### config.mk
export PLATFORM = sky130hd
export DESIGN_NAME = pfs_pin_function_select
export DESIGN_NICKNAME = d
export VERILOG_FILES = /design/src/core/pfs_pkg.sv /design/src/core/pfs_pin_function_select.sv
export SDC_FILE = /design/constraint.sdc
export NUM_CORES = 1
export LEC_CHECK = 0
export ABC_AREA = 1
export BUFFER_PORTS_ARGS = -buffer_cell sky130_fd_sc_hd__buf_4
export CORE_MARGIN = 1.5
export CORE_UTILIZATION = 43
export CTS_BUF_LIST = sky130_fd_sc_hd__clkbuf_4
export DETAILED_ROUTE_END_ITERATION = 16
export PLACE_DENSITY = 0.82
export SLEW_MARGIN = 10
export SYNTH_ARGS = -nofsm -noshare
export SYNTH_HDL_FRONTEND = slang
export SYNTH_SLANG_ARGS = --single-unit
### constraint.sdc
create_clock -name clk_sys -period 0.8 [get_ports clk_sys]
set_input_delay 0 -clock clk_sys [delete_from_list [all_inputs] [get_ports clk_sys]]
set_output_delay 0 -clock clk_sys [all_outputs]
set_load 0.03 [all_outputs]
### src/core/pfs_pkg.sv
// Constants and types of the pin function select block
// Overview of operation
// Only power-on reset loads the reset-pin enable default; other resets keep it.
// While the reset-pin enable is set, the reset pad pull-up is on.
// Reset-pin enable 0 gives the shared pad its port function; 1 makes it reset.
// Reset-pin enable takes one write after any reset; later writes ignored.
// Interrupt-pin enable takes one write after any reset; later writes ignored.
// Of the resets, only power-on reset makes the shared pad the unmaskable interrupt input.
// While the interrupt-pin enable is set, the interrupt pad pull-up is on.
// Interrupt-pin enable 0 gives the pad other functions; 1 makes it the interrupt.
// Reserved bits of both registers are read-only and read as zero.
// Bit 31 picks timer clock input a (0) or b (1) for the pulse-width timer.
// Bit 30 picks timer clock input a (0) or b (1) for flex timer two.
// Bit 28 picks timer clock input a (0) or b (1) for flex timer zero.
// Bit 15 puts flex timer two channel 3 on port C3 or C5.
// Bit 14 puts flex timer two channel 2 on port C2 or C4.
// Bit 9 puts flex timer zero channel 1 on port A1 or B3.
// Bit 8 puts flex timer zero channel 0 on port A0 or B2.
// Bit 7 puts serial receive and transmit on B0/B1 or A2/A3.
// Bit 6 puts SPI lines on B2 to B5, or A6, A7, B1, B0.
// Bit 5 puts I2C clock and data on A3/A2 or B7/B6.
// Pad routing follows stored bits from the clock edge after the write.
package pfs_pkg;
   localparam int PFS_AW = 8;
   localparam logic [7:0] PFS_OFF_OPT = 8'h00;
   localparam logic [7:0] PFS_OFF_SEL = 8'h04;
   localparam int PFS_RST_PIN_BIT = 2;
   localparam int PFS_NMI_PIN_BIT = 1;
   localparam int PFS_PW_TIMER_CLK_BIT = 31;
   localparam int PFS_FT2_CLK_BIT = 30;
   localparam int PFS_FT0_CLK_BIT = 28;
   localparam int PFS_FT2_CH3_BIT = 15;
   localparam int PFS_FT2_CH2_BIT = 14;
   localparam int PFS_FT0_CH1_BIT = 9;
   localparam int PFS_FT0_CH0_BIT = 8;
   localparam int PFS_UART_BIT = 7;
   localparam int PFS_SPI_BIT = 6;
   localparam int PFS_I2C_BIT = 5;
   localparam logic [31:0] PFS_OPT_MASK = 32'h0000_0006;
   localparam logic [31:0] PFS_SEL_MASK = 32'hD000_C3E0;
   localparam logic [31:0] PFS_SEL_RESET = 32'h0000_0000;
   localparam logic PFS_RST_PIN_POR = 1'b1;
   localparam logic PFS_NMI_PIN_POR = 1'b1;
   localparam int PFS_PAD_RST = 0;
   localparam int PFS_PAD_NMI = 1;
   localparam int PFS_PAD_TCA = 2;
   localparam int PFS_PAD_TCB = 3;
   localparam logic [3:0] PFS_PAD_IDLE = 4'h3;

   typedef struct packed {
      logic reset_pin_is_reset;
      logic reset_pin_pullup;
      logic nmi_pin_is_nmi;
      logic nmi_pin_pullup;
      logic flex_timer_two_ch3_on_pc3;
      logic flex_timer_two_ch3_on_pc5;
      logic flex_timer_two_ch2_on_pc2;
      logic flex_timer_two_ch2_on_pc4;
      logic flex_timer_zero_ch1_on_pa1;
      logic flex_timer_zero_ch1_on_pb3;
      logic flex_timer_zero_ch0_on_pa0;
      logic flex_timer_zero_ch0_on_pb2;
      logic uart_on_pb0_pb1;
      logic uart_on_pa2_pa3;
      logic spi_on_pb2_pb5;
      logic spi_on_pa6_pa7_pb1_pb0;
      logic i2c_on_pa3_pa2;
      logic i2c_on_pb7_pb6;
   } pfs_route_s;

   typedef struct packed {
      logic pulse_width_timer_clk;
      logic flex_timer_two_clk;
      logic flex_timer_zero_clk;
   } pfs_tclk_s;

   typedef struct packed {
      logic opt_written;
      logic rst_pin_en;
      logic nmi_pin_en;
      logic [31:0] sel;
      logic [3:0] sy1;
      logic [3:0] sy2;
      logic [3:0] sy3;
      logic [3:0] lvl;
      pfs_route_s route;
      pfs_tclk_s tclk;
      logic reset_req;
      logic nmi_req;
      logic [31:0] rdata;
   } pfs_state_s;
endpackage

### src/core/pfs_pin_function_select.sv
// Pin function select: option pin enables, peripheral pin routing
`timescale 1ns/10ps
module pfs_pin_function_select (
   // Clock and reset
   input wire logic clk_sys,
   input wire logic sys_rst,
   input wire logic por_reset,
   // Register port
   input wire logic [pfs_pkg::PFS_AW-1:0] reg_addr,
   input wire logic [31:0] reg_wdata,
   input wire logic reg_wr,
   input wire logic reg_rd,
   output logic [31:0] reg_rdata,
   // Pad levels
   input wire logic reset_pad_n,
   input wire logic nmi_pad_n,
   input wire logic external_timer_clock_a,
   input wire logic external_timer_clock_b,
   // Pad multiplexer controls
   output pfs_pkg::pfs_route_s pad_route,
   // Timer clocks
   output pfs_pkg::pfs_tclk_s timer_clk,
   // Requests from shared pads
   output logic reset_request,
   output logic nmi_request
);
   import pfs_pkg::*;

   pfs_state_s st;
   pfs_state_s next_st;

   // Address match for one register
   function automatic logic pfs_hit(
      input logic [PFS_AW-1:0] addr,
      input logic [PFS_AW-1:0] off
   );
      pfs_hit = (addr == off);
   endfunction

   // Pad multiplexer decode
   function automatic pfs_route_s pfs_route(
      input logic [31:0] sel,
      input logic rst_en,
      input logic nmi_en
   );
      pfs_route_s r;
      r = '0;
      // reset pad function
      r.reset_pin_is_reset = rst_en;
      // reset pad pullup
      r.reset_pin_pullup = rst_en;
      // interrupt pad function
      r.nmi_pin_is_nmi = nmi_en;
      // interrupt pad pullup
      r.nmi_pin_pullup = nmi_en;
      // channel three pad
      r.flex_timer_two_ch3_on_pc3 = !sel[PFS_FT2_CH3_BIT];
      r.flex_timer_two_ch3_on_pc5 = sel[PFS_FT2_CH3_BIT];
      // channel two pad
      r.flex_timer_two_ch2_on_pc2 = !sel[PFS_FT2_CH2_BIT];
      r.flex_timer_two_ch2_on_pc4 = sel[PFS_FT2_CH2_BIT];
      // channel one pad
      r.flex_timer_zero_ch1_on_pa1 = !sel[PFS_FT0_CH1_BIT];
      r.flex_timer_zero_ch1_on_pb3 = sel[PFS_FT0_CH1_BIT];
      // channel zero pad
      r.flex_timer_zero_ch0_on_pa0 = !sel[PFS_FT0_CH0_BIT];
      r.flex_timer_zero_ch0_on_pb2 = sel[PFS_FT0_CH0_BIT];
      // serial port pads
      r.uart_on_pb0_pb1 = !sel[PFS_UART_BIT];
      r.uart_on_pa2_pa3 = sel[PFS_UART_BIT];
      // SPI pads
      r.spi_on_pb2_pb5 = !sel[PFS_SPI_BIT];
      r.spi_on_pa6_pa7_pb1_pb0 = sel[PFS_SPI_BIT];
      // I2C pads
      r.i2c_on_pa3_pa2 = !sel[PFS_I2C_BIT];
      r.i2c_on_pb7_pb6 = sel[PFS_I2C_BIT];
      pfs_route = r;
   endfunction

   // Timer clock pad choice
   function automatic logic pfs_clk_pick(
      input logic pick_b,
      input logic [3:0] lvl
   );
      pfs_clk_pick = pick_b ? lvl[PFS_PAD_TCB] : lvl[PFS_PAD_TCA];
   endfunction

   // Next state
   always_comb begin
      next_st = st;

      // Pad synchronisers
      next_st.sy1 = {external_timer_clock_b, external_timer_clock_a, nmi_pad_n, reset_pad_n};
      next_st.sy2 = st.sy1;
      next_st.sy3 = st.sy2;
      for (int i = 0; i < 4; i++) begin
         if (st.sy2[i] == st.sy3[i]) begin
            next_st.lvl[i] = st.sy3[i];
         end
      end

      // first option write
      // first option write
      if (reg_wr && pfs_hit(reg_addr, PFS_OFF_OPT) && !st.opt_written) begin
         next_st.rst_pin_en = reg_wdata[PFS_RST_PIN_BIT];
         next_st.nmi_pin_en = reg_wdata[PFS_NMI_PIN_BIT];
         next_st.opt_written = 1'b1;
      end

      // reserved bits dropped
      if (reg_wr && pfs_hit(reg_addr, PFS_OFF_SEL)) begin
         next_st.sel = reg_wdata & PFS_SEL_MASK;
      end

      // Read data for one cycle
      next_st.rdata = '0;
      if (reg_rd) begin
         if (pfs_hit(reg_addr, PFS_OFF_OPT)) begin
            next_st.rdata[PFS_RST_PIN_BIT] = st.rst_pin_en;
            next_st.rdata[PFS_NMI_PIN_BIT] = st.nmi_pin_en;
         end else if (pfs_hit(reg_addr, PFS_OFF_SEL)) begin
            next_st.rdata = st.sel & PFS_SEL_MASK;
         end
      end

      // external reset request
      next_st.reset_req = st.rst_pin_en && !st.lvl[PFS_PAD_RST];
      // interrupt request
      next_st.nmi_req = st.nmi_pin_en && !st.lvl[PFS_PAD_NMI];

      // power-on default only
      // power-on default only
      if (sys_rst) begin
         next_st = '0;
         next_st.sel = PFS_SEL_RESET;
         next_st.sy1 = PFS_PAD_IDLE;
         next_st.sy2 = PFS_PAD_IDLE;
         next_st.sy3 = PFS_PAD_IDLE;
         next_st.lvl = PFS_PAD_IDLE;
         next_st.rst_pin_en = por_reset ? PFS_RST_PIN_POR : st.rst_pin_en;
         next_st.nmi_pin_en = por_reset ? PFS_NMI_PIN_POR : st.nmi_pin_en;
      end

      // pulse-width timer clock
      next_st.tclk.pulse_width_timer_clk =
         pfs_clk_pick(next_st.sel[PFS_PW_TIMER_CLK_BIT], st.lvl);
      // timer two clock
      next_st.tclk.flex_timer_two_clk =
         pfs_clk_pick(next_st.sel[PFS_FT2_CLK_BIT], st.lvl);
      // timer zero clock
      next_st.tclk.flex_timer_zero_clk =
         pfs_clk_pick(next_st.sel[PFS_FT0_CLK_BIT], st.lvl);
      if (sys_rst) begin
         next_st.tclk = '0;
      end

      // route from new bits
      next_st.route = pfs_route(next_st.sel, next_st.rst_pin_en, next_st.nmi_pin_en);
   end

   // State register
   always_ff @(posedge clk_sys) begin
      st <= next_st;
   end

   assign reg_rdata = st.rdata;
   assign pad_route = st.route;
   assign timer_clk = st.tclk;
   assign reset_request = st.reset_req;
   assign nmi_request = st.nmi_req;
endmodule // pfs_pin_function_select

==> qor.csv, run 1 <==
metric,value,unit
Worst-path clk slew,0.16,ns
synth top area cells,"dfxtp_1 (47%), buf_4 (19%), nor2_1 (4.3%)",
clk_lat worst skew,0.37,ns
Clock Tree Buf Depth,2,
Worst Slack Setup Final,-0.233,ns
post-synthesis sequential area ratio,49.4,%
family with the most delay on the worst path,flip-flops,
GR Util All Layers,15.7,%
Ant. Diodes,0,
GRT overflow,0,
WHS,-0.0366,ns
Filler cells,422,
CP Data Arrival Time,1.03,ns
Yosys top cell area share,46.7,%
CTS tree,done,
prevailing post-synth register cell,dfxtp_1,
Leak,1.29,nW
H-tree Lvls,2,
Fin. Hold Viols,1,
Core ar.,0.00482,mm²
First DRT Iteration DRCs,51,
ANT nets after route,0,
Vias/cell,4.15,
GP Congestion,0.737,
Reg area,0.00112,mm²
most common cell in the netlist,buf_4,
# rows,25,
max-cap violations,0,
port bufs,63,
clk sink count,53,
"slowest stage delay, CP",0.47,ns
vias in the first global route,1428,
Initial DRT Pass Iterations,4,
Final Core Density,61.6,%
Area growth syn-to-layout,35.7,%
syn avg cell area,8.85,µm²
largest net degree at the start of global routing,18,
Yosys cell types,24,
crit path cell chain,buf_4,
Final min period,1.03,ns
share of layout cells above drive strength 1,59.4,%
failing checks,"negative hold slack, negative setup slack",
initial core utilization,45.4,%
Layout Nets,356,
Avg WL per Cell,11.2,µm
Seq cells post-synth,53,
status,finished with violations,
num ports,104,
yosys warns,0,
WS Path Type,register to output port,
Worst setup EP type,output port,
Post-synth EDFFs,2,
Root Buffer,clkbuf_4,
TritonCTS buffer count,5,
placed cell count,344,
Post-synth ARST share,0,%
final std cells w/o fill,375,
Worst Path Required,0.80,ns
die outline width,74.3,µm
area of the multi-input gates,682,µm²
Slowest cell on crit path,edfxtp_1,
Peak VDD IR,820,µV
Cells after Synth,247,
max-slew violations,0,
CP Launch Type,register,
achievable clock frequency,968,MHz
global-route wire length before repair,6330,µm
HP Class,input port to register,
Clock Skews,0.0150,ns
initial antenna violation count,0,
Final setup viols,51,
"Max FO, Critical Path",3,
"area leader, netlist",dfxtp_1,
Final period util,129,%
RSZ-0062 raised after global routing,true,
dpl hpwl,2800,µm
PD cells,1490,mW/mm²
die height,74.3,µm
drt total wl,4190,µm
total die area,0.00552,mm²
DRC,0,
mapped cell area,0.00219,mm²
Post-synth top cells,"buf_4 (54), dfxtp_1 (51), nor2_1 (25)",
Buf/Inv on CP,1,
vias post-DR,1557,
==> cell families after synthesis <==
logic type                 share of synthesized area, %
adders and majority gates                         0.915
buffers and inverters                              25.7
DFF                                                49.4
AOI/OAI and AO/OA                                  4.86
and+or+nand+nor                                    18.9
other                                             0.171
==> per-layer routing <==
metal | part of all wire, % | track usage [%] | up-vias | wire (µm)
li1 | - | - | 789 | -
met1 | 41 | 16.4 | 694 | 1710
met2 | 52 | 30.0 | 67 | 2190
met3 | 5.2 | 4.47 | 7 | 217
met4 | 1.5 | 4.85 | 0 | 63
met5 | 0 | 0 | - | 0
==> state kept, by name (all words and copies together), names as in the netlist <==
signal	count
reg_rdata	12
timer_clk	3
pad_route	9
nmi_request	1
reset_request	1
st	27
==> cell type report <==
| type | count | share of cell area [%] |
|---|---|---|
| clock buffer | 5 | 1.26 |
| clock inverter | 3 | 0.759 |
| inverter | 35 | 4.51 |
| multi-input combinational | 120 | 23.0 |
| sequential | 53 | 37.9 |
| tap | 67 | 2.82 |
| timing repair buffer | 92 | 29.8 |
==> repair_timing <==
item,4_1_cts,5_1_grt
hold endpoints to repair,44,8
setup buffers,1,2
gates resized for setup,68,17
hold buffers,21,2
setup endpoints to repair,39,75
pin swaps,4,14
==> power breakdown <==
| group | switching [mW] | internal (mW) |
|---|---|---|
| clock | 0.830 | 0.350 |
| sequential | 0.0176 | 2.69 |
| combinational | 0.304 | 0.233 |
==> cell usage in the layout (no fill, tap or decap), types with 5 or more instances in the layout <==
master and count:
clkbuf_4 5, dlygate4sd3_1 21, dfxtp_1 17, buf_4 38, nor2_2 11, o21ai_2 8
or2_2 8, nand2_2 9, dfxtp_2 34, conb_1 20, nand3_1 6, buf_6 31
inv_2 21, a21oi_1 6, nor2_1 20, inv_1 13, nand2_1 12
==> final timing paths <==
kind / slack [ns] / startpoint / to / cells after the start
worst min register to register: 0.41 / st[70] / st[66] / 2
worst min-delay path: -0.04 / reg_wr / st[105] / 3
worst max register to register: -0.07 / st[105] / pad_route[14] / 3
worst max-delay path: -0.23 / pad_route[16] / pad_route[17] / 1
==> stage by stage <==
| step | setup TNS (ns) | cell area, µm² | total power, mW | worst slack (ns) |
|---|---|---|---|---|
| after floorplan | -0.0585 | 2300 | 3.11 | -0.0149 |
| after global placement | -4.92 | 2490 | 3.20 | -0.236 |
| after detailed placement | -5.77 | 2490 | 3.21 | -0.256 |
| after CTS | -7.17 | 2930 | 4.47 | -0.243 |
| after global routing | -5.80 | 2970 | 4.62 | -0.287 |
| final | -4.07 | 2970 | 4.43 | -0.233 |
Note: power is estimated with default switching activity, not from simulation.
==> run 2, diff against run 1 <==
- ABC_AREA: 1 -> default
- CORE_UTILIZATION: 43 -> 44
- CTS_CLUSTER_DIAMETER: default -> 60
- PLACE_DENSITY: 0.82 -> 0.78
==> qor.csv, run 2 <==
metric,value,unit
Area growth syn-to-layout,53.5,%
Buf/Inv on CP,3,
DRC,0,
PD cells,1380,mW/mm²
Vias/cell,5.22,
Yosys cell types,34,
Placement Setup Slack,-0.614,ns
ANT nets after route,0,
H-tree Lvls,2,
CTS tree,done,
syn avg cell area,10.0,µm²
met1 usage,23.1,%
die outline width,75.9,µm
Final period util,138,%
crit path cell chain,"buf_8, buf_12, or4b_4, nor4_4, buf_4, and2_1",
First DRT Iteration DRCs,131,
"area leader, netlist",dfxtp_1,
Largest register FFs,27,
Worst Slack Setup Final,-0.301,ns
Layout Nets,358,
dpl hpwl,3280,µm
post-route cell area,0.00359,mm²
CP Data Arrival Time,1.43,ns
GR Util All Layers,18.6,%
max-cap violations,0,
share of layout cells above drive strength 1,61.0,%
Initial DRT Pass Iterations,4,
Post-synth EDFFs,2,
GRT overflow,0,
post-synthesis sequential area ratio,46.3,%
Final setup viols,70,
"Max FO, Critical Path",5,
status,finished with violations,
num ports,104,
family with the most delay on the worst path,simple AND/OR/NAND/NOR gates,
failing checks,"negative hold slack, negative setup slack",
Final min period,1.10,ns
Fin. Hold Viols,1,
vias post-DR,1982,
global-route wire length before repair,8070,µm
Clock Tree Buf Depth,2,
Worst setup EP type,register,
Core ar.,0.00511,mm²
Seq cells post-synth,53,
port bufs,63,
RSZ-0062 raised after global routing,true,
clk sink count,53,
initial core utilization,45.8,%
"slowest stage delay, CP",0.55,ns
max-slew violations,0,
TNS Setup,-10.10,ns
WS Path Type,input port to register,
clk_lat worst skew,0.38,ns
Yosys top cell area share,43.7,%
yosys warns,0,
Slowest cell on crit path,or4b_4,
Leak,1.44,nW
Pwr Total,4.96,mW
Avg WL per Cell,17.2,µm
initial antenna violation count,0,
Post-synth ARST share,0,%
Post-synth top cells,"buf_4 (53), dfxtp_1 (51), a21oi_1 (15)",
area post-placement,0.00279,mm²
HP Class,input port to register,
most common cell in the netlist,buf_4,
# rows,26,
prevailing post-synth register cell,dfxtp_1,
Worst Path Required,1.13,ns
drt total wl,6530,µm
WHS,-0.0406,ns
TritonCTS buffer count,5,
CP Launch Type,input port,
met2 usage,30.8,%
Worst-path clk slew,0.15,ns
Top reg by flops,st,
GP Congestion,0.796,
most frequent cells in the layout,"buf_4 (50), buf_6 (44), dfxtp_2 (31)",
Ant. Diodes,0,
largest net degree at the start of global routing,38,
"most common cell after layout, fill and taps aside",buf_4,
Peak VDD IR,1120,µV
synth top area cells,"dfxtp_1 (44%), buf_4 (17%), nand4_1 (3.5%)",
total die area,0.00576,mm²
Root Buffer,clkbuf_4,
achievable clock frequency,908,MHz
hold-fix buffers at CTS,17,
Clock Skews,0.0158,ns
M3 GR Usage,3.70,%
Most Crowded Layer GR,met2,
mapped cell area,0.00234,mm²
die height,75.9,µm
vias in the first global route,1697,
Cells after Synth,233,
==> run 2: cell count changes after synthesis, moves of 6 or more <==
cell	previous run	this run
nand2_1	21	4
and2_1	0	12
nand4_1	3	13
o21ai_2	7	0
nor3b_1	0	8
a21oi_1	6	15
nor2b_1	0	6
o31ai_1	0	7
inv_2	11	0
nor2_2	9	0
nor2_1	25	2
inv_1	24	2
a21o_1	0	7
clkbuf_1	1	10
==> run 2: routing by layer <==
layer	share of wire (%)	vias to the layer above
li1	-	900
met1	38	950
met2	52	112
met3	6.1	20
met4	3.8	0
met5	0	-
==> run 2: area by class of cell <==
| cell class | count | area, µm² |
|---|---|---|
| Sequential cell | 53 | 1130 |
| Multi-Input combinational cell | 131 | 1140 |
| Clock buffer | 6 | 45.0 |
| Fill cell | 347 | 1520 |
| Tap cell | 70 | 87.6 |
| Timing Repair Buffer | 116 | 1140 |
| Clock inverter | 2 | 38.8 |
| Inverter | 2 | 7.51 |
==> run 2: report_power, final <==
part	internal (mW)	leakage, nW	total, mW	switching (mW)
combinational	0.308	0.951	0.708	0.401
clock	0.701	0.0459	1.55	0.852
sequential	2.68	0.445	2.70	0.0226
==> run 2: kinds of logic (layout without fill, tap and decap cells) <==
kind of cell | Yosys count | in the layout | synth area share, %
AND/OR/NAND/NOR | 67 | 68 | 20.1
AO/OA/AOI/OAI | 43 | 43 | 13.4
flip-flops | 53 | 53 | 46.3
buffers and inverters | 69 | 126 | 20.1
other | 1 | 20 | 0.160
==> run 2: path summary, 6_finish.rpt <==
check / startpoint / end / slack [ns] / depth (start not counted)
worst max-delay path: reg_addr[3] / reg_rdata[30] / -0.30 / 6
worst min-delay path: reg_addr[4] / st[105] / -0.04 / 4
worst max register to register: st[99] / timer_clk[0] / -0.18 / 3
worst min register to register: st[68] / st[64] / 0.42 / 1
==> run 2: worst min-delay path, cell delays in order <==
cell	delay (ns)
buf_6	0.08
nor4_4	0.04
nand3_2	0.11
a21oi_1	0.07
==> run 2: timing repair <==
item | CTS | global route
hold endpoints to repair | 29 | 1
endpoints found under the setup margin | 71 | 72
setup buffers | 9 | 3
gates cloned | 1 | 2
resized for setup | 78 | 43
pin swaps | 12 | 23
==> run 2: metrics by stage <==
stage	util, %	instances
after floorplan	-	252
after global placement	54.7	340
after detailed placement	54.7	340
after CTS	65.1	375
after global routing	70.2	380
final	70.2	380
==> run 3, diff against run 2 <==
- CORE_MARGIN: 1.5 -> default
- CORE_UTILIZATION: 44 -> 40
- PLACE_DENSITY: 0.78 -> 0.72
==> qor.csv, run 3 (synthesized netlist as in run 2, its figures left out) <==
metric,value,unit
status,finished with violations,
failing checks,negative setup slack,
area of the multi-input gates,0.00108,mm²
share of layout cells above drive strength 1,60.3,%
post-route cell area,0.00362,mm²
HP Class,input port to register,
Root Buffer,clkbuf_4,
Area growth syn-to-layout,54.8,%
Vias/cell,4.75,
max-cap violations,0,
Peak VDD IR,649,µV
Leak,1.47,nW
num ports,104,
H-tree Lvls,2,
worst r2r src,st[58],
Clock Tree Buf Depth,2,
Final setup viols,69,
CP Data Arrival Time,1.37,ns
Slowest cell on crit path,or4_4,
First DRT Iteration DRCs,87,
ANT nets after route,0,
# rows,27,
GR Util All Layers,18.1,%
Buf/Inv on CP,3,
die height,78.4,µm
clk sink count,53,
most frequent cells in the layout,"buf_4 (56), buf_6 (46), dfxtp_2 (32)",
"most common cell after layout, fill and taps aside",buf_4,
Ant. Diodes,0,
Final period util,132,%
max-slew violations,0,
CTS tree,done,
clk_lat worst skew,0.37,ns
die outline width,78.4,µm
total die area,0.00615,mm²
"slowest stage delay, CP",0.59,ns
reg2reg end,timer_clk[1],
area post-placement,0.00286,mm²
worst setup path start,reg_addr[5],
Pwr Total,4.58,mW
Core ar.,0.00557,mm²
Top reg by flops,st,
Avg WL per Cell,14.3,µm
Placement Setup Slack,-0.587,ns
dpl hpwl,3430,µm
largest net degree at the start of global routing,31,
drt total wl,5590,µm
PD cells,1270,mW/mm²
Worst Path Required,1.12,ns
Levels on crit path,6,
Worst setup EP type,register,
Reg2Reg Setup Slack,-0.18,ns
initial antenna violation count,0,
crit path cell chain,"buf_6, or4_4, buf_12, buf_12, o31ai_4, a21o_1",
most frequent CP cell,buf_12,
Worst-path clk slew,0.15,ns
Filler cells,424,
vias in the first global route,1754,
GP Congestion,0.768,
Reg area,0.00113,mm²
DRC,0,
Layout Nets,368,
vias post-DR,1862,
achievable clock frequency,949,MHz
Fin. Hold Viols,0,
family with the most delay on the worst path,simple AND/OR/NAND/NOR gates,
Critical Path Sink,pad_route[9],
Initial DRT Pass Iterations,4,
Reg2Reg Depth,3,
GRT overflow,0,
"Max FO, Critical Path",4,
initial core utilization,41.9,%
Final min period,1.05,ns
WS Path Type,input port to register,
TritonCTS buffer count,5,
Largest register FFs,27,
CP Launch Type,input port,
port bufs,63,
Worst Slack Setup Final,-0.254,ns
Clock Skews,0.00830,ns
RSZ-0062 raised after global routing,true,
global-route wire length before repair,8610,µm
==> run 3: changes by cell type in the layout (fill, tap and decap cells not counted), moves of 2 or more <==
cell and delta:
buf_6 +2, o31ai_4 -2, and2_4 -5, buf_12 +2, and2_1 +5, buf_4 +6
o31ai_2 +2
==> run 3: worst min path at each step <==
stage	from	endpoint	slack (ns)	cells after the start
floorplan	reset_pad_n	st[67]	0.10	1
global placement	reset_pad_n	st[67]	0.18	2
detailed placement	nmi_pad_n	st[68]	0.19	2
CTS	reg_addr[1]	st[105]	-0.03	4
global route	reg_addr[1]	st[102]	0.08	5
finish	reg_addr[1]	st[102]	0.10	5
==> run 3: through the flow <==
stage	cells	hold slack, ns	utilization, %	TNS, ns
2_1_floorplan	252	0.104	-	-13.08
3_3_place_gp	351	0.185	51.3	-19.21
3_5_place_dp	351	0.190	51.3	-19.72
4_1_cts	386	-0.0314	62.4	-7.68
5_1_grt	392	0.0834	64.9	-10.36
6_report	392	0.101	64.9	-8.38
==> run 3: layer usage <==
layer | global-route usage, % | up-vias | part of all wire, %
met5 | 0 | - | 0
met4 | 6.67 | 0 | 1.3
met3 | 3.14 | 8 | 2.7
met2 | 31.9 | 50 | 53
met1 | 21.8 | 891 | 43
li1 | - | 913 | -
==> run 3: area by class of cell <==
class	count	area share [%]
clock buffer	5	1.04
timing repair buffer	126	34.6
multi-input combinational	131	29.9
sequential	53	31.3
inverter	2	0.207
clock inverter	3	0.484
tap	72	2.49
==> run 3: repair_timing <==
item,in CTS,in global routing
setup endpoints to repair,71,71
resized for setup,89,23
hold buffers,17,0
endpoints found under the hold margin,29,0
gates cloned,2,0
pin swaps,12,27
buffers inserted,8,7
==> run 3: worst reg2reg max path: cells and delay by family, from the launching register on <==
family           cells  cell delay (ns)
flip-flops           1             0.39
AO/OA/AOI/OAI        2             0.29
AND/OR/NAND/NOR      1             0.19
==> run 3: report_power, final <==
| group | internal (mW) | switching [mW] | total (mW) |
|---|---|---|---|
| Sequential | 2.68 | 0.0192 | 2.70 |
| Combinational | 0.330 | 0.389 | 0.719 |
| Clock | 0.336 | 0.825 | 1.16 |
